## config.mk

```make
export PLATFORM = sky130hd
export DESIGN_NAME = gpac_ports
export DESIGN_NICKNAME = d
export VERILOG_FILES = /design/src/rtl/gpac_pkg.sv /design/src/rtl/gpac_ports.sv /design/src/rtl/gpac_pin_sync.sv
export SDC_FILE = /design/constraint.sdc
export NUM_CORES = 1
export LEC_CHECK = 0
export BUFFER_PORTS_ARGS = -buffer_cell sky130_fd_sc_hd__buf_2
export CORE_MARGIN = 3
export CORE_UTILIZATION = 40
export DETAILED_ROUTE_END_ITERATION = 16
export HOLD_SLACK_MARGIN = 0.02
export PLACE_DENSITY = 0.66
export SLEW_MARGIN = 40
export SYNTH_ARGS = -nofsm -noshare
export SYNTH_HDL_FRONTEND = slang
export SYNTH_HIERARCHICAL = 1
export SYNTH_SLANG_ARGS = --single-unit
export TNS_END_PERCENT = 50
```

## constraint.sdc

```tcl
create_clock -name clk_in -period 2.6 [get_ports clk_in]
set_input_delay 0.13 -clock clk_in [delete_from_list [all_inputs] [get_ports clk_in]]
set_output_delay 0.13 -clock clk_in [all_outputs]
set_load 0.01 [all_outputs]
```

## src/rtl/gpac_pkg.sv

```systemverilog
package gpac_pkg;

	// ----------------------------------------
	// Register indices and byte addresses
	// ----------------------------------------
	// Printed offsets are word indices; byte address is four times the index
	localparam logic [7:0] PORT_A_DATA_IDX = 8'h05;
	localparam logic [7:0] PORT_C_DATA_IDX = 8'h07;
	localparam logic [7:0] PORT_A_DIRECTION_IDX = 8'h85;
	localparam logic [7:0] PORT_C_DIRECTION_IDX = 8'h87;
	localparam logic [7:0] ANALOG_PIN_CONFIG_IDX = 8'h9f;
	localparam int ADDR_W = 12;

	// ----------------------------------------
	// Widths and reset values
	// ----------------------------------------
	localparam int PORT_A_W = 6;
	localparam int PORT_C_W = 8;
	localparam int CFG_W = 3;
	localparam logic [5:0] PORT_A_DIRECTION_RST = 6'h3f;
	localparam logic [7:0] PORT_C_DIRECTION_RST = 8'hff;
	localparam logic [2:0] ANALOG_CONFIG_RST = 3'h0;

	// ----------------------------------------
	// Pin positions of shared functions
	// ----------------------------------------
	localparam int VREF_BIT = 3;
	localparam int TIMER0_CLOCK_BIT = 4;
	localparam int SERIAL_SELECT_BIT = 5;

	// ----------------------------------------
	// Bus answer timing
	// ----------------------------------------
	localparam int APB_WAIT_CYCLES = 1;

	// Bus slave phases
	typedef enum logic [1:0] {
		GPAC_IDLE,
		GPAC_WAIT,
		GPAC_DONE
	} gpac_bus_state_type;

	// Byte address of a register index
	function automatic logic [ADDR_W-1:0] gpac_byte_addr(input logic [7:0] idx);
		gpac_byte_addr = {2'h0, idx, 2'h0};
	endfunction : gpac_byte_addr

endpackage : gpac_pkg

```

## src/rtl/gpac_ports.sv

```systemverilog
// How it works
// - Port C direction bit one turns that pin's driver off, making it input.
// - Port C direction bit zero drives the stored data latch onto the pin.
// - An enabled peripheral on a port C pin overrides the direction bit.
// - A peripheral output enable counts only while its pin select is active.
// - Port C data latch is not reset; port C direction resets to all ones.
// - Port A has six bits, upper bits read zero, direction resets to ones.
// - Port A bit 4 feeds timer 0 clock and drives open drain only.
// - Port A bits 0 to 3 may be analog inputs, bit 3 reference.
// - Port A bit 5 is the serial slave select input or analog input.
// - Port C bits 0 and 1 carry timer 1 oscillator and capture two.
// - Port C bit 2 carries capture, compare and PWM one.
// - Port C bit 3 carries the synchronous serial clock.
// - Port C bit 4 carries SPI data in or I2C data line.
// - Port C bit 5 carries synchronous serial data out.
// - Port C bits 6 and 7 carry USART transmit and receive.
module gpac_ports (
	input wire logic clk_in, // core clock, 10 MHz
	input wire logic rst_b_in, // synchronous reset, active low
	input wire logic psel_in, // APB select
	input wire logic penable_in, // APB access phase
	input wire logic pwrite_in, // APB direction, high for write
	input wire logic [gpac_pkg::ADDR_W-1:0] paddr_in, // APB byte address
	input wire logic [31:0] pwdata_in, // APB write data
	input wire logic [3:0] pstrb_in, // APB byte strobes
	output logic [31:0] prdata_out, // APB read data
	output logic pready_out, // APB ready
	output logic pslverr_out, // APB error, unmapped address
	input wire logic [5:0] port_a_pin_in, // port A pad levels
	output logic [5:0] port_a_pin_out, // port A pad drive value
	output logic [5:0] port_a_pin_oe_out, // port A pad drive enable
	input wire logic [7:0] port_c_pin_in, // port C pad levels
	output logic [7:0] port_c_pin_out, // port C pad drive value
	output logic [7:0] port_c_pin_oe_out, // port C pad drive enable
	input wire logic [7:0] periph_select_in, // peripheral owns port C pin
	input wire logic [7:0] periph_oe_in, // peripheral wants to drive pin
	input wire logic [7:0] periph_data_in, // peripheral drive value
	output logic [7:0] periph_pin_level_out, // settled port C levels to peripherals
	output logic timer0_clock_out, // settled timer 0 clock input
	output logic serial_select_b_out, // settled slave select, active low
	output logic [5:0] analog_select_out, // port A pins routed to converter
	output logic vref_select_out // port A bit 3 used as reference
);

	// ----------------------------------------
	// Register addresses
	// ----------------------------------------
	localparam logic [gpac_pkg::ADDR_W-1:0] ADDR_A_DATA = gpac_pkg::gpac_byte_addr(gpac_pkg::PORT_A_DATA_IDX);
	localparam logic [gpac_pkg::ADDR_W-1:0] ADDR_C_DATA = gpac_pkg::gpac_byte_addr(gpac_pkg::PORT_C_DATA_IDX);
	localparam logic [gpac_pkg::ADDR_W-1:0] ADDR_A_DIR = gpac_pkg::gpac_byte_addr(gpac_pkg::PORT_A_DIRECTION_IDX);
	localparam logic [gpac_pkg::ADDR_W-1:0] ADDR_C_DIR = gpac_pkg::gpac_byte_addr(gpac_pkg::PORT_C_DIRECTION_IDX);
	localparam logic [gpac_pkg::ADDR_W-1:0] ADDR_CFG = gpac_pkg::gpac_byte_addr(gpac_pkg::ANALOG_PIN_CONFIG_IDX);

	// ----------------------------------------
	// State
	// ----------------------------------------
	gpac_pkg::gpac_bus_state_type bus_state;
	logic [5:0] port_a_data;
	logic [7:0] port_c_data;
	logic [5:0] port_a_direction;
	logic [7:0] port_c_direction;
	logic [2:0] analog_config_field;
	logic [5:0] port_a_level;
	logic [7:0] port_c_level;
	logic [5:0] analog_mask;
	logic vref_mode;
	logic access;
	logic commit;
	logic write_low;
	logic [31:0] next_prdata;
	logic next_pslverr;
	logic [7:0] next_c_oe;
	logic [7:0] next_c_out;
	logic [5:0] next_a_oe;
	logic [5:0] next_a_out;

	// ----------------------------------------
	// Functions
	// ----------------------------------------
	// Pins taken by the converter for each analog config code
	function automatic logic [5:0] analog_pins(input logic [2:0] cfg);
		logic [5:0] mask;
		mask = 6'h00;
		case (cfg)
			3'h0: mask = 6'h2f;
			3'h1: mask = 6'h2f;
			3'h2: mask = 6'h2b;
			3'h3: mask = 6'h2b;
			3'h4: mask = 6'h0b;
			3'h5: mask = 6'h0b;
			default: mask = 6'h00;
		endcase
		analog_pins = mask;
	endfunction : analog_pins

	// Config codes whose bit 3 serves as converter reference
	function automatic logic uses_vref(input logic [2:0] cfg);
		uses_vref = (cfg == 3'h1) || (cfg == 3'h3) || (cfg == 3'h5);
	endfunction : uses_vref

	// Digital read value: analog pins read as zero
	function automatic logic [5:0] digital_view(input logic [5:0] level, input logic [5:0] mask);
		digital_view = level & ~mask;
	endfunction : digital_view

	// ----------------------------------------
	// Pin synchronisers
	// ----------------------------------------
	// Port A pads pass the three-stage filter
	gpac_pin_sync #(
		.WIDTH(gpac_pkg::PORT_A_W)
	) u_sync_a (
		.clk_in(clk_in),
		.rst_b_in(rst_b_in),
		.pin_in(port_a_pin_in),
		.level_out(port_a_level)
	);

	// Port C pads pass the three-stage filter
	gpac_pin_sync #(
		.WIDTH(gpac_pkg::PORT_C_W)
	) u_sync_c (
		.clk_in(clk_in),
		.rst_b_in(rst_b_in),
		.pin_in(port_c_pin_in),
		.level_out(port_c_level)
	);

	// ----------------------------------------
	// Analog configuration decode
	// ----------------------------------------
	// Analog pin selection
	assign analog_mask = analog_pins(analog_config_field);
	assign vref_mode = uses_vref(analog_config_field);

	// ----------------------------------------
	// APB slave
	// ----------------------------------------
	// Access phase seen; commit only on the ready edge
	assign access = psel_in && penable_in;
	assign commit = access && (bus_state == gpac_pkg::GPAC_DONE);
	assign write_low = commit && pwrite_in && pstrb_in[0];

	// One wait state keeps read data and ready straight from flops
	always_ff @(posedge clk_in) begin
		if (!rst_b_in) begin
			bus_state <= gpac_pkg::GPAC_IDLE;
		end else begin
			case (bus_state)
				gpac_pkg::GPAC_IDLE: begin
					if (access) begin
						bus_state <= gpac_pkg::GPAC_DONE;
					end
				end
				gpac_pkg::GPAC_DONE: begin
					bus_state <= gpac_pkg::GPAC_WAIT;
				end
				gpac_pkg::GPAC_WAIT: begin
					bus_state <= gpac_pkg::GPAC_IDLE;
				end
				default: begin
					bus_state <= gpac_pkg::GPAC_IDLE;
				end
			endcase
		end
	end

	// Ready rises for exactly the answering cycle
	always_ff @(posedge clk_in) begin
		if (!rst_b_in) begin
			pready_out <= 1'b0;
		end else begin
			pready_out <= access && (bus_state == gpac_pkg::GPAC_IDLE);
		end
	end

	// Read mux and address check
	always_comb begin
		next_prdata = 32'h0000_0000;
		next_pslverr = 1'b0;
		if (paddr_in == ADDR_A_DATA) begin
			next_prdata = {26'h000_0000, digital_view(port_a_level, analog_mask)};
		end else if (paddr_in == ADDR_C_DATA) begin
			next_prdata = {24'h00_0000, port_c_level};
		end else if (paddr_in == ADDR_A_DIR) begin
			next_prdata = {26'h000_0000, port_a_direction};
		end else if (paddr_in == ADDR_C_DIR) begin
			next_prdata = {24'h00_0000, port_c_direction};
		end else if (paddr_in == ADDR_CFG) begin
			next_prdata = {29'h0000_0000, analog_config_field};
		end else begin
			next_pslverr = 1'b1;
		end
	end

	// Read data and error are loaded with ready, cleared otherwise
	always_ff @(posedge clk_in) begin
		if (!rst_b_in) begin
			prdata_out <= 32'h0000_0000;
			pslverr_out <= 1'b0;
		end else if (access && (bus_state == gpac_pkg::GPAC_IDLE)) begin
			prdata_out <= pwrite_in ? 32'h0000_0000 : next_prdata;
			pslverr_out <= next_pslverr;
		end else begin
			prdata_out <= 32'h0000_0000;
			pslverr_out <= 1'b0;
		end
	end

	// ----------------------------------------
	// Data latches
	// ----------------------------------------
	// Latches hold through every reset, unknown from power-up
	always_ff @(posedge clk_in) begin
		if (write_low && (paddr_in == ADDR_A_DATA)) begin
			port_a_data <= pwdata_in[5:0];
		end
	end

	// Port C latch is written only by software
	always_ff @(posedge clk_in) begin
		if (write_low && (paddr_in == ADDR_C_DATA)) begin
			port_c_data <= pwdata_in[7:0];
		end
	end

	// ----------------------------------------
	// Direction and configuration registers
	// ----------------------------------------
	// Port A direction all ones after reset
	always_ff @(posedge clk_in) begin
		if (!rst_b_in) begin
			port_a_direction <= gpac_pkg::PORT_A_DIRECTION_RST;
		end else if (write_low && (paddr_in == ADDR_A_DIR)) begin
			port_a_direction <= pwdata_in[5:0];
		end
	end

	// Port C direction all ones after reset
	// Stored bit is software's; overrides never alter it
	always_ff @(posedge clk_in) begin
		if (!rst_b_in) begin
			port_c_direction <= gpac_pkg::PORT_C_DIRECTION_RST;
		end else if (write_low && (paddr_in == ADDR_C_DIR)) begin
			port_c_direction <= pwdata_in[7:0];
		end
	end

	// Config field is plain storage; code choice rests with software
	always_ff @(posedge clk_in) begin
		if (!rst_b_in) begin
			analog_config_field <= gpac_pkg::ANALOG_CONFIG_RST;
		end else if (write_low && (paddr_in == ADDR_CFG)) begin
			analog_config_field <= pwdata_in[2:0];
		end
	end

	// ----------------------------------------
	// Port C drive
	// ----------------------------------------
	// Each pin's owner picks direction and value
	always_comb begin
		next_c_oe = 8'h00;
		next_c_out = 8'h00;
		for (int i = 0; i < gpac_pkg::PORT_C_W; i++) begin
			if (periph_select_in[i]) begin
				next_c_oe[i] = periph_oe_in[i];
				next_c_out[i] = periph_oe_in[i] & periph_data_in[i];
			end else if (!port_c_direction[i]) begin
				next_c_oe[i] = 1'b1;
				next_c_out[i] = port_c_data[i];
			end else begin
				next_c_oe[i] = 1'b0;
				next_c_out[i] = 1'b0;
			end
		end
	end

	// Registered pad controls for port C
	always_ff @(posedge clk_in) begin
		if (!rst_b_in) begin
			port_c_pin_oe_out <= 8'h00;
			port_c_pin_out <= 8'h00;
		end else begin
			port_c_pin_oe_out <= next_c_oe;
			port_c_pin_out <= next_c_out;
		end
	end

	// Settled levels handed to the peripherals sharing port C
	always_ff @(posedge clk_in) begin
		if (!rst_b_in) begin
			periph_pin_level_out <= 8'h00;
		end else begin
			periph_pin_level_out <= port_c_level;
		end
	end

	// ----------------------------------------
	// Port A drive
	// ----------------------------------------
	// Push-pull except bit 4; analog pins are never driven
	always_comb begin
		next_a_oe = 6'h00;
		next_a_out = 6'h00;
		for (int i = 0; i < gpac_pkg::PORT_A_W; i++) begin
			if (port_a_direction[i] || analog_mask[i]) begin
				next_a_oe[i] = 1'b0;
				next_a_out[i] = 1'b0;
			end else if (i == gpac_pkg::TIMER0_CLOCK_BIT) begin
				next_a_oe[i] = ~port_a_data[i];
				next_a_out[i] = 1'b0;
			end else begin
				next_a_oe[i] = 1'b1;
				next_a_out[i] = port_a_data[i];
			end
		end
	end

	// Registered pad controls for port A
	always_ff @(posedge clk_in) begin
		if (!rst_b_in) begin
			port_a_pin_oe_out <= 6'h00;
			port_a_pin_out <= 6'h00;
		end else begin
			port_a_pin_oe_out <= next_a_oe;
			port_a_pin_out <= next_a_out;
		end
	end

	// ----------------------------------------
	// Port A shared inputs
	// ----------------------------------------
	// Timer 0 clock from bit 4 level
	always_ff @(posedge clk_in) begin
		if (!rst_b_in) begin
			timer0_clock_out <= 1'b0;
		end else begin
			timer0_clock_out <= port_a_level[gpac_pkg::TIMER0_CLOCK_BIT];
		end
	end

	// Slave select reads high (inactive) while bit 5 is analog
	always_ff @(posedge clk_in) begin
		if (!rst_b_in) begin
			serial_select_b_out <= 1'b1;
		end else begin
			serial_select_b_out <= port_a_level[gpac_pkg::SERIAL_SELECT_BIT]
				| analog_mask[gpac_pkg::SERIAL_SELECT_BIT];
		end
	end

	always_ff @(posedge clk_in) begin
		if (!rst_b_in) begin
			analog_select_out <= 6'h00;
			vref_select_out <= 1'b0;
		end else begin
			analog_select_out <= analog_mask;
			vref_select_out <= vref_mode;
		end
	end

endmodule : gpac_ports

```

## src/rtl/gpac_pin_sync.sv

```systemverilog
// ----------------------------------------
// Three-stage pin synchroniser
// ----------------------------------------
module gpac_pin_sync #(
	parameter int WIDTH = 8
) (
	input wire logic clk_in, // core clock
	input wire logic rst_b_in, // synchronous reset, active low
	input wire logic [WIDTH-1:0] pin_in, // asynchronous pin levels
	output logic [WIDTH-1:0] level_out // settled pin levels
);

	logic [WIDTH-1:0] stage1;
	logic [WIDTH-1:0] stage2;
	logic [WIDTH-1:0] stage3;

	// Capture chain; first stage feeds only the second
	always_ff @(posedge clk_in) begin
		stage1 <= pin_in;
		stage2 <= stage1;
		stage3 <= stage2;
	end

	// A change counts only once stages two and three agree, filtering one-cycle glitches
	always_ff @(posedge clk_in) begin
		if (!rst_b_in) begin
			level_out <= '0;
		end else begin
			for (int i = 0; i < WIDTH; i++) begin
				if (stage2[i] == stage3[i]) begin
					level_out[i] <= stage3[i];
				end
			end
		end
	end

endmodule : gpac_pin_sync

```

# --- Word-level counts from Yosys, hierarchy flattened ---
# Cells that the tools add are included.
totals:
  out_inout_bits: 79
  reg_bits: 168
classes:
  reduce_logical: 33
  muxes: 46
  bitwise_logic: 14
  n_eq_ne: 26
ops:
  columns: ["op", "n"]
  rows:
  - ["2-to-1 mux 1 bit", 38]
  - ["equality test 12 x 10 -> 1 bit, second input constant", 3]
  - ["equality test 12 x 5 -> 1 bit, second input constant", 2]
  - ["2-to-1 mux 8 bit", 3]
  - ["case mux 6 bit (3 select lines)", 1]
  - ["OR reduction 2 bit", 9]
  - ["equality test 1 bit", 14]
  - ["logical AND 1 bit", 10]
  - ["AND 1 bit", 8]
  - ["logical OR 1 bit", 8]
  - ["OR reduction 7 bit", 1]
  - ["AND 6 bit", 1]
  - ["equality test 3 x 2 -> 1 bit, second input constant", 2]
  - ["equality test 3 bit, second input constant", 2]
  - ["2-to-1 mux 6 bit", 1]
  - ["inverter 6 bit", 1]
  - ["OR reduction 6 bit", 1]
  - ["case mux 2 bit (2 select lines)", 1]
  - ["OR reduction 4 bit", 1]
  - ["equality test 3 x 1 -> 1 bit, second input constant", 1]
  - ["logical NOT 3 bit", 1]
  - ["2-to-1 mux 3 bit", 1]
  - ["inverter 1 bit", 3]
  - ["OR reduction 3 bit", 1]
  - ["other kinds (5)", 5]

# --- Longest topological paths before layout ---
# Gate-level depths: netlist (run 1).
depth:
  depth_word: 6
  mapped_depth: 6
  ltp_nobuf: 4

# --- By module ---
# Netlist (run 1), hierarchy kept.
by_module_without_submodules:
  columns: ["mod", "seq_area_each_um2", "cells_each", "area_per_inst_um2", "instances"]
  rows:
  - ["gpac_ports", 1821.7, 337, 3276.9, 1]
  - ["gpac_pin_sync (u_sync_c)", 640.6, 56, 770.7, 1]
  - ["gpac_pin_sync (u_sync_a)", 480.5, 42, 578.1, 1]

# --- Least setup slack after synthesis (run 1) ---
# OpenSTA, ideal clock, no wires.
synth_timing:
  path_kind: "flip-flop to flip-flop"
  start: "register bus_state[1]"
  end: "register port_a_data[0] (enable)"
  slack_ns: 0.812
  t_arrival_ns: 1.439
  stages_incl_launch_ff: 6
  synth_period_minus_slack_ns: 1.788
  n_path_buf: 2
  cell_sequence: "dfxtp_1 nand4b_1 or2_2 clkbuf_1 clkbuf_1 nor2_1"
synth_via:
  elab_chain_len: 5
synth_rtl:
  columns: ["element", "line", "source"]
  rows:
  - ["start, declared", "gpac_ports.sv:57", "gpac_pkg::gpac_bus_state_type bus_state;"]
  - ["start signal, assigned", "gpac_ports.sv:147", "bus_state <= gpac_pkg::GPAC_IDLE;"]
  - ["start signal, assigned", "gpac_ports.sv:152", "bus_state <= gpac_pkg::GPAC_DONE;"]
  - ["start signal, assigned", "gpac_ports.sv:156", "bus_state <= gpac_pkg::GPAC_WAIT;"]
  - ["equality test 2 bit", "gpac_ports.sv:141", "assign commit = access && (bus_state == gpac_pkg::GPAC_DONE);"]
  - ["logical AND 1 bit", "gpac_ports.sv:141", null]
  - ["logical AND 1 bit (2 in a row)", "gpac_ports.sv:142", "assign write_low = commit && pwrite_in && pstrb_in[0];"]
  - ["logical AND 1 bit", "gpac_ports.sv:215", "if (write_low && (paddr_in == ADDR_A_DATA)) begin"]
  - ["end signal, assigned", "gpac_ports.sv:216", "port_a_data <= pwdata_in[5:0];"]
  - ["end, declared", "gpac_ports.sv:58", "logic [5:0] port_a_data;"]
# Every way passes these cells.
# A chain may end at the register's enable or synchronous reset.

# --- Final worst setup path (run 1) ---
layout_timing:
  start: "register bus_state[1]"
  end: "register port_a_data[2] (enable)"
# Same word-level chain as after synthesis.

==> results of run 1 <==
flip-flops by register name, summed over array words and instances, names as in the netlist, 8 cells and up:
| name | cells |
|---|---|
| prdata_out | 8 |
| periph_pin_level_out | 8 |
| u_sync_c/stage3 | 8 |
| port_c_data | 8 |
| port_c_pin_oe_out | 8 |
| u_sync_c/stage1 | 8 |
| u_sync_c/stage2 | 8 |
| port_c_direction | 8 |
| u_sync_c/level_out | 8 |
| port_c_pin_out | 8 |
final cells by class:
type                            instances  area [µm²]  share of cell area
Clock buffer                           21         450              0.0704
Antenna cell                            1        2.50            0.000391
Timing Repair Buffer                  176        1160               0.181
Sequential cell                       140        2940               0.460
Tap cell                              140         175              0.0274
Multi-Input combinational cell        272        1490               0.232
Inverter                                5        18.8             0.00293
Clock inverter                         11         168              0.0262
path summary, 6_finish.rpt:
check                                           startpoint                              end  slack (ns)  cells past startpoint
worst max register to register   bus_state[1]$_SDFFE_PN0P_         port_a_data[2]$_DFFE_PP_        0.74                      3
worst min register to register  u_sync_c/stage1[1]$_DFF_P_       u_sync_c/stage2[1]$_DFF_P_        0.32                      0
worst min-delay path                   periph_select_in[7]  port_c_pin_oe_out[7]$_SDFF_PN0_        0.05                      3
worst max-delay path             bus_state[1]$_SDFFE_PN0P_         port_a_data[2]$_DFFE_PP_        0.74                      3
cells in the mapped netlist (3+ instances only):
cell type  instances
a31oi_1            9
nand2b_1           3
a21boi_1          14
nand2_1           29
buf_4             28
o31ai_1            3
o21ai_1            6
a21oi_1           19
inv_1              5
clkbuf_1          11
buf_2              3
dfxtp_1          126
o21ai_0           26
a32o_1             3
a22oi_1            3
nor2_1            36
nor3_1            13
nor3b_1           10
edfxtp_1          14
and2_1            15
nand3_1           23
nor4_1             3
logic make-up after synthesis:
| family | after synthesis | synth area share |
|---|---|---|
| other | 1 | 0.000811 |
| buffers and inverters | 48 | 0.0625 |
| AOI/OAI and AO/OA | 93 | 0.125 |
| muxes | 2 | 0.00433 |
| and+or+nand+nor | 151 | 0.171 |
| DFF | 140 | 0.636 |
worst max-delay path: stages (launching register included):
cell	delay (ns)
dfxtp_1	0.38
nand4b_1	0.18
or2_2	0.45
nor2_1	0.48
metal layers:
layer / wire length [µm] / track usage
met1: 4430 / 0.202
met4: 201 / 0.0729
met5: 18 / 0
met3: 1040 / 0.0589
met2: 5060 / 0.281
power by group through the flow:
stage	sequential, µW	clock, µW	combinational, µW
2_1_floorplan	2330	0	116
3_3_place_gp	2320	0	193
3_5_place_dp	2320	0	199
4_1_cts	2280	2540	256
5_1_grt	2290	2630	284
6_report	2280	2480	258
through the flow:
stage,total power (µW),cell area (µm²),util
global placement,2510,5280,0.477
detailed placement,2520,5280,0.477
global route,5200,6400,0.578
finish,5020,6400,0.578
floorplan,2440,4720,-
CTS,5070,6400,0.578
==> flow_summary.html, run 1 <==
<table>
<tr><th>Metric</th><th>Value</th></tr>
<tr><th colspan="2">Run status</th></tr>
<tr><td>Run status</td><td>finished, final reports clean</td></tr>
<tr><th colspan="2">Yosys</th></tr>
<tr><td>Post-synth EDFFs</td><td>14</td></tr>
<tr><td>Yosys top cell by area</td><td>dfxtp_1</td></tr>
<tr><td>Register bit count reported by yosys</td><td>140</td></tr>
<tr><td>Flip-flop cell with the highest count after synthesis</td><td>dfxtp_1</td></tr>
<tr><td>Main area contributors after synthesis</td><td>dfxtp_1 55%, edfxtp_1 9.1%, buf_4 4.5%</td></tr>
<tr><td>Area share of the leading cell type in the synthesized netlist</td><td>0.545</td></tr>
<tr><td>Post-synthesis cell type count</td><td>47</td></tr>
<tr><td>Synth Cell Area</td><td>0.00463 mm²</td></tr>
<tr><td>Count of synthesis-stage warnings from yosys</td><td>6</td></tr>
<tr><td>Async S/R FF share, synth</td><td>0</td></tr>
<tr><td>Sequential cell area fraction in the yosys report</td><td>0.636</td></tr>
<tr><td>Synthesized instance count</td><td>435</td></tr>
<tr><td>Average cell area after synthesis</td><td>10.6 µm²</td></tr>
<tr><th colspan="2">Global route</th></tr>
<tr><td>Global router's overall resource usage</td><td>0.170</td></tr>
<tr><td>Largest net degree at the start of global routing</td><td>42</td></tr>
<tr><td>Number of global-route vias before repair</td><td>3666</td></tr>
<tr><td>Wire length of the first global-routing pass</td><td>17.3 mm</td></tr>
<tr><td>Initial antenna violation count</td><td>2</td></tr>
<tr><td>Total grt overflow</td><td>0</td></tr>
<tr><th colspan="2">Worst setup path</th></tr>
<tr><td>Element type at the critical path start</td><td>flip-flop</td></tr>
<tr><td>Kind of critical path</td><td>reg2reg</td></tr>
<tr><td>Data arrival time of the critical path</td><td>1.90 ns</td></tr>
<tr><td>Critical Path Sink Type</td><td>flip-flop</td></tr>
<tr><td>Endpoint required time on the critical path</td><td>2.64 ns</td></tr>
<tr><td>Highest fanout seen on the critical path</td><td>18</td></tr>
<tr><th colspan="2">Timing</th></tr>
<tr><td>Setup repair after global routing missed its margin</td><td>false</td></tr>
<tr><td>Fraction of the cycle the final worst path needs</td><td>0.714</td></tr>
<tr><td>Upper clock frequency limit</td><td>0.539 GHz</td></tr>
<tr><td>Worst-case headroom to the max-slew limit</td><td>0.505</td></tr>
<tr><td>Hold slack</td><td>0.0498 ns</td></tr>
<tr><td>Final Slew Violations</td><td>0</td></tr>
<tr><td>Final clock skew</td><td>0.00722 ns</td></tr>
<tr><td>Actual transition at the worst max-transition pin</td><td>0.741 ns</td></tr>
<tr><td>Final setup TNS</td><td>0 ns</td></tr>
<tr><td>Worst-case setup margin in the final layout</td><td>0.744 ns</td></tr>
<tr><td>Minimum period implied by the final worst setup slack</td><td>1.86 ns</td></tr>
<tr><td>Setup-failing EPs final</td><td>0</td></tr>
<tr><td>Hold Fails Final Rpt</td><td>0</td></tr>
<tr><th colspan="2">Pwr</th></tr>
<tr><td>Sw power</td><td>1010 µW</td></tr>
<tr><td>Proportion of power drawn by combinational gates</td><td>0.051</td></tr>
<tr><td>Worst vdd ir</td><td>0.000394 V</td></tr>
<tr><td>Switch share</td><td>0.201</td></tr>
<tr><td>Total leakage power</td><td>0.00269 µW</td></tr>
<tr><td>Clock Power Share</td><td>0.495</td></tr>
<tr><td>Sequential group share of total power</td><td>0.454</td></tr>
<tr><td>Internal</td><td>4010 µW</td></tr>
<tr><td>PwrDens</td><td>784 mW/mm²</td></tr>
<tr><th colspan="2">Cells and area</th></tr>
<tr><td>Fill cells</td><td>924</td></tr>
<tr><td>Share of cells above drive strength 1</td><td>0.256</td></tr>
<tr><td>Final non-filler cell total</td><td>766</td></tr>
<tr><td>Most common library cell in the layout ignoring fill and taps</td><td>dfxtp_1</td></tr>
<tr><td>Growth of design area from synthesis to finish</td><td>38.4%</td></tr>
<tr><td>Leading cell types in the layout, fill and taps excluded</td><td>126 x dfxtp_1, 116 x buf_2, 50 x dlygate4sd3_1</td></tr>
<tr><td>Count of nets after finishing</td><td>703</td></tr>
<tr><th colspan="2">CTS</th></tr>
<tr><td>Clock transition at the registers of the reported paths</td><td>0.06 ns</td></tr>
<tr><td>CTS tree</td><td>done</td></tr>
<tr><td>Post-cts hold buffer count</td><td>50</td></tr>
<tr><td>Post-CTS Repair Setup Buffers</td><td>0</td></tr>
<tr><td>Number of buffers added by the clock tree synthesis step</td><td>17</td></tr>
<tr><td>Number of levels the H-tree was split into</td><td>4</td></tr>
<tr><td>Sink count of the clock tree</td><td>140</td></tr>
<tr><td>Buffer type at the clock tree root</td><td>clkbuf_16</td></tr>
<tr><td>CTS resizes</td><td>0</td></tr>
<tr><td>Clk Latency, worst-skew pair</td><td>0.41 ns</td></tr>
<tr><td>Number of buffers on the longest clock path</td><td>2</td></tr>
<tr><th colspan="2">Floorplanning</th></tr>
<tr><td>Initial cell density of the core</td><td>0.418</td></tr>
<tr><td>Total core area</td><td>0.0111 mm²</td></tr>
<tr><td>Die Footprint</td><td>0.0129 mm²</td></tr>
<tr><td>Chip Height</td><td>114 µm</td></tr>
<tr><td>Top Ports</td><td>170</td></tr>
<tr><td>Row Count</td><td>38</td></tr>
<tr><td>Die W</td><td>114 µm</td></tr>
<tr><th colspan="2">Routing</th></tr>
<tr><td>Final WL</td><td>10.8 mm</td></tr>
<tr><td>Pre-antenna DRT Iters</td><td>4</td></tr>
<tr><td>Remaining routing DRC violations</td><td>0</td></tr>
<tr><td>Number of vias after detailed routing</td><td>3704</td></tr>
<tr><td>Avg Vias per Cell</td><td>4.84</td></tr>
<tr><td>Final routed wire length divided by cell count</td><td>14.0 µm</td></tr>
<tr><td>Initial detailed-routing violation count</td><td>324</td></tr>
<tr><td>Remaining number of nets flagged by the antenna check after routing</td><td>0</td></tr>
<tr><th colspan="2">Place</th></tr>
<tr><td>HPWL reported at the end of detailed placement</td><td>7.34 mm</td></tr>
<tr><td>Setup slack after placement</td><td>0.538 ns</td></tr>
<tr><td>Last weighted congestion value of the routability-driven placer</td><td>0.825</td></tr>
<tr><td>Number of buffer cells added on primary ports</td><td>116</td></tr>
<tr><td>Total instance count after detailed placement</td><td>683</td></tr>
<tr><th colspan="2">Hold path</th></tr>
<tr><td>Type of the tightest min-delay check</td><td>in2reg</td></tr>
<tr><th colspan="2">Run</th></tr>
<tr><td>Maxcap violations</td><td>0</td></tr>
</table>
No activity file was read; power rests on OpenSTA's default activity.
==> run 2: changes to the inputs <==
--- a/config.mk
+++ b/config.mk
@@ -10,7 +10,7 @@
 export CORE_UTILIZATION = 40
 export DETAILED_ROUTE_END_ITERATION = 16
 export HOLD_SLACK_MARGIN = 0.02
-export PLACE_DENSITY = 0.66
+export PLACE_DENSITY = 0.68
 export SLEW_MARGIN = 40
 export SYNTH_ARGS = -nofsm -noshare
 export SYNTH_HDL_FRONTEND = slang
==> constraint.sdc (replaced) <==
create_clock -name clk_in -period 1.5 [get_ports clk_in]
set_input_delay 0.075 -clock clk_in [delete_from_list [all_inputs] [get_ports clk_in]]
set_output_delay 0.075 -clock clk_in [all_outputs]
set_load 0.01 [all_outputs]
==> run 2 against run 1 <==
Clock power up 87%. Final cell count up 4.2%. Final area up 6.1%. Maximum frequency up 31%. Sequential share of layout area down 2.6 points. Worst hold slack better by 0.045 ns. Combinational power up 95%. Sequential power up 73%. Largest power group unchanged. Highest routed layer is now met4.
==> flow_summary.html, run 2 (synthesized netlist as in run 1, its figures left out) <==
<table>
<tr><th>Metric</th><th>Value</th></tr>
<tr><th colspan="2">Timing</th></tr>
<tr><td>Setup-failing EPs final</td><td>0 (unchanged)</td></tr>
<tr><td>Final Slew Violations</td><td>0 (unchanged)</td></tr>
<tr><td>Fraction of the cycle the final worst path needs</td><td>0.945 (+0.231)</td></tr>
<tr><td>Hold slack</td><td>0.0947 ns (+0.0449 ns)</td></tr>
<tr><td>Minimum period implied by the final worst setup slack</td><td>1.42 ns (-0.439 ns)</td></tr>
<tr><td>Upper clock frequency limit</td><td>0.705 GHz (+31%)</td></tr>
<tr><td>Hold Fails Final Rpt</td><td>0 (unchanged)</td></tr>
<tr><td>Setup repair after global routing missed its margin</td><td>false</td></tr>
<tr><td>Final clock skew</td><td>0.0112 ns (+0.00401 ns)</td></tr>
<tr><th colspan="2">Cells and area</th></tr>
<tr><td>Growth of design area from synthesis to finish</td><td>46.8%</td></tr>
<tr><td>Utilization after layout</td><td>0.613 (+0.0350)</td></tr>
<tr><td>Fill cells</td><td>894 (-3.2%)</td></tr>
<tr><td>Leading cell types in the layout, fill and taps excluded</td><td>125 x dfxtp_1, 116 x buf_2, 57 x dlygate4sd3_1</td></tr>
<tr><td>Share of cells above drive strength 1</td><td>0.301 (+0.0449)</td></tr>
<tr><td>N_diodes</td><td>0 (-1)</td></tr>
<tr><td>Most common library cell in the layout ignoring fill and taps</td><td>dfxtp_1</td></tr>
<tr><td>Non-Filler Cell Area, Final</td><td>0.00679 mm² (+6.1%)</td></tr>
<tr><td>Count of nets after finishing</td><td>736 (+4.7%)</td></tr>
<tr><th colspan="2">CTS</th></tr>
<tr><td>CTS tree</td><td>done</td></tr>
<tr><td>Number of buffers on the longest clock path</td><td>2 (unchanged)</td></tr>
<tr><td>Clk Latency, worst-skew pair</td><td>0.41 ns (about the same)</td></tr>
<tr><td>Buffer type at the clock tree root</td><td>clkbuf_16</td></tr>
<tr><td>Number of buffers added by the clock tree synthesis step</td><td>17 (unchanged)</td></tr>
<tr><td>Clock transition at the registers of the reported paths</td><td>0.06 ns (about the same)</td></tr>
<tr><td>Number of levels the H-tree was split into</td><td>4 (unchanged)</td></tr>
<tr><td>Sink count of the clock tree</td><td>140 (unchanged)</td></tr>
<tr><th colspan="2">Routing</th></tr>
<tr><td>Remaining routing DRC violations</td><td>0 (unchanged)</td></tr>
<tr><td>Initial detailed-routing violation count</td><td>364 (+12%)</td></tr>
<tr><td>Remaining number of nets flagged by the antenna check after routing</td><td>0 (unchanged)</td></tr>
<tr><td>Avg Vias per Cell</td><td>4.80 (-0.69%)</td></tr>
<tr><td>Sum of routed wire segments on met1</td><td>5.01 mm (+13%)</td></tr>
<tr><td>Final WL</td><td>11.6 mm (+7.8%)</td></tr>
<tr><td>Pre-antenna DRT Iters</td><td>4 (unchanged)</td></tr>
<tr><td>Amount of wire on met2 after detailed routing</td><td>5.65 mm (+12%)</td></tr>
<tr><td>Final routed wire length divided by cell count</td><td>14.5 µm (+3.5%)</td></tr>
<tr><td>Highest metal layer with signal wires</td><td>met4</td></tr>
<tr><td>Number of vias after detailed routing</td><td>3832 (+3.5%)</td></tr>
<tr><td>Detail Route met3 WL</td><td>838 µm (-20%)</td></tr>
<tr><th colspan="2">Global route</th></tr>
<tr><td>Number of global-route vias before repair</td><td>3743 (+2.1%)</td></tr>
<tr><td>Initial antenna violation count</td><td>0 (-2)</td></tr>
<tr><td>Wire length of the first global-routing pass</td><td>18.4 mm (+6.2%)</td></tr>
<tr><td>Global router's overall resource usage</td><td>0.183 (+0.0127)</td></tr>
<tr><td>Largest net degree at the start of global routing</td><td>24 (-43%)</td></tr>
<tr><td>Total grt overflow</td><td>0 (unchanged)</td></tr>
<tr><th colspan="2">Floorplanning</th></tr>
<tr><td>Top Ports</td><td>170 (unchanged)</td></tr>
<tr><td>Total core area</td><td>0.0111 mm² (unchanged)</td></tr>
<tr><td>Chip Height</td><td>114 µm (unchanged)</td></tr>
<tr><td>Die W</td><td>114 µm (unchanged)</td></tr>
<tr><td>Row Count</td><td>38 (unchanged)</td></tr>
<tr><td>Initial cell density of the core</td><td>0.418 (unchanged)</td></tr>
<tr><td>Die Footprint</td><td>0.0129 mm² (unchanged)</td></tr>
<tr><th colspan="2">Place</th></tr>
<tr><td>Placed inst area</td><td>0.00552 mm² (+4.5%)</td></tr>
<tr><td>HPWL reported at the end of detailed placement</td><td>7.84 mm (+6.8%)</td></tr>
<tr><td>Last weighted congestion value of the routability-driven placer</td><td>0.856 (+3.8%)</td></tr>
<tr><td>Number of buffer cells added on primary ports</td><td>116 (unchanged)</td></tr>
<tr><th colspan="2">Run</th></tr>
<tr><td>Maxcap violations</td><td>0 (unchanged)</td></tr>
<tr><th colspan="2">Pwr</th></tr>
<tr><td>PwrDens</td><td>1340 mW/mm² (+71%)</td></tr>
<tr><td>Total leakage power</td><td>0.00288 µW (+7.2%)</td></tr>
<tr><td>Total power</td><td>9090 µW (+81%)</td></tr>
<tr><td>Worst vdd ir</td><td>0.000880 V (+120%)</td></tr>
<tr><th colspan="2">Worst setup path</th></tr>
<tr><td>Endpoint required time on the critical path</td><td>1.78 ns (-0.86 ns)</td></tr>
<tr><td>Kind of critical path</td><td>reg2reg</td></tr>
<tr><td>Critical Path Sink Type</td><td>flip-flop</td></tr>
<tr><td>Element type at the critical path start</td><td>flip-flop</td></tr>
<tr><td>Data arrival time of the critical path</td><td>1.70 ns (-0.20 ns)</td></tr>
<tr><td>Highest fanout seen on the critical path</td><td>12 (-6)</td></tr>
<tr><th colspan="2">Run status</th></tr>
<tr><td>Run status</td><td>finished, final reports clean</td></tr>
<tr><th colspan="2">Hold path</th></tr>
<tr><td>Type of the tightest min-delay check</td><td>in2reg</td></tr>
</table>
## run 2: per-layer routing
layer  vias up  GRT usage
met3         8     0.0610
li1       1904          -
met2       153      0.302
met1      1767      0.226
met5         -          0
met4         0     0.0617
## run 2: where the power goes
part | internal (µW) | switching, µW | leakage [µW]
Clock | 3140 | 1500 | 0.000333
Combinational | 264 | 239 | 0.00139
Sequential | 3900 | 51.8 | 0.00117
## run 2: worst max-delay path, stage by stage (launching register included)
cell,delay (ns)
dfxtp_2,0.38
nand4b_1,0.12
or2_4,0.29
buf_4,0.19
nor3_1,0.21
o21ai_0,0.11
## run 2: metrics by stage
step / std cells / setup WS (ns) / setup TNS [ns]
after floorplan: 460 / -0.0373 / -0.441
after global placement: 709 / -0.155 / -3.01
after detailed placement: 709 / -0.181 / -4.44
after CTS: 798 / 0.0359 / 0
after global routing: 798 / 0.0133 / 0
final: 798 / 0.0822 / 0
## run 2: area by class of cell
type | count | area [µm²] | share of cell area
Tap cell | 140 | 175 | 0.0258
Clock inverter | 7 | 116 | 0.0171
Clock buffer | 25 | 569 | 0.0839
Inverter | 5 | 18.8 | 0.00276
Timing Repair Buffer | 209 | 1420 | 0.209
Sequential cell | 140 | 2940 | 0.434
Multi-Input combinational cell | 272 | 1540 | 0.227
## run 2: what timing repair did
action / in CTS / in global routing
setup endpoints to repair: 0 / 13
setup buffers: 0 / 0
gates resized for setup: 0 / 4
hold buffers: 57 / 0
hold endpoints to repair: 59 / 0
## run 2: final timing paths
path / slack (ns) / depth (start not counted) / startpoint / end
worst max-delay path: 0.08 / 5 / bus_state[1]$_SDFFE_PN0P_ / port_a_direction[3]$_SDFFE_PN1P_
worst min-delay path: 0.09 / 3 / paddr_in[9] / prdata_out[5]$_SDFF_PP0_
worst max register to register: 0.08 / 5 / bus_state[1]$_SDFFE_PN0P_ / port_a_direction[3]$_SDFFE_PN1P_
worst min register to register: 0.32 / 0 / u_sync_c/stage1[2]$_DFF_P_ / u_sync_c/stage2[2]$_DFF_P_
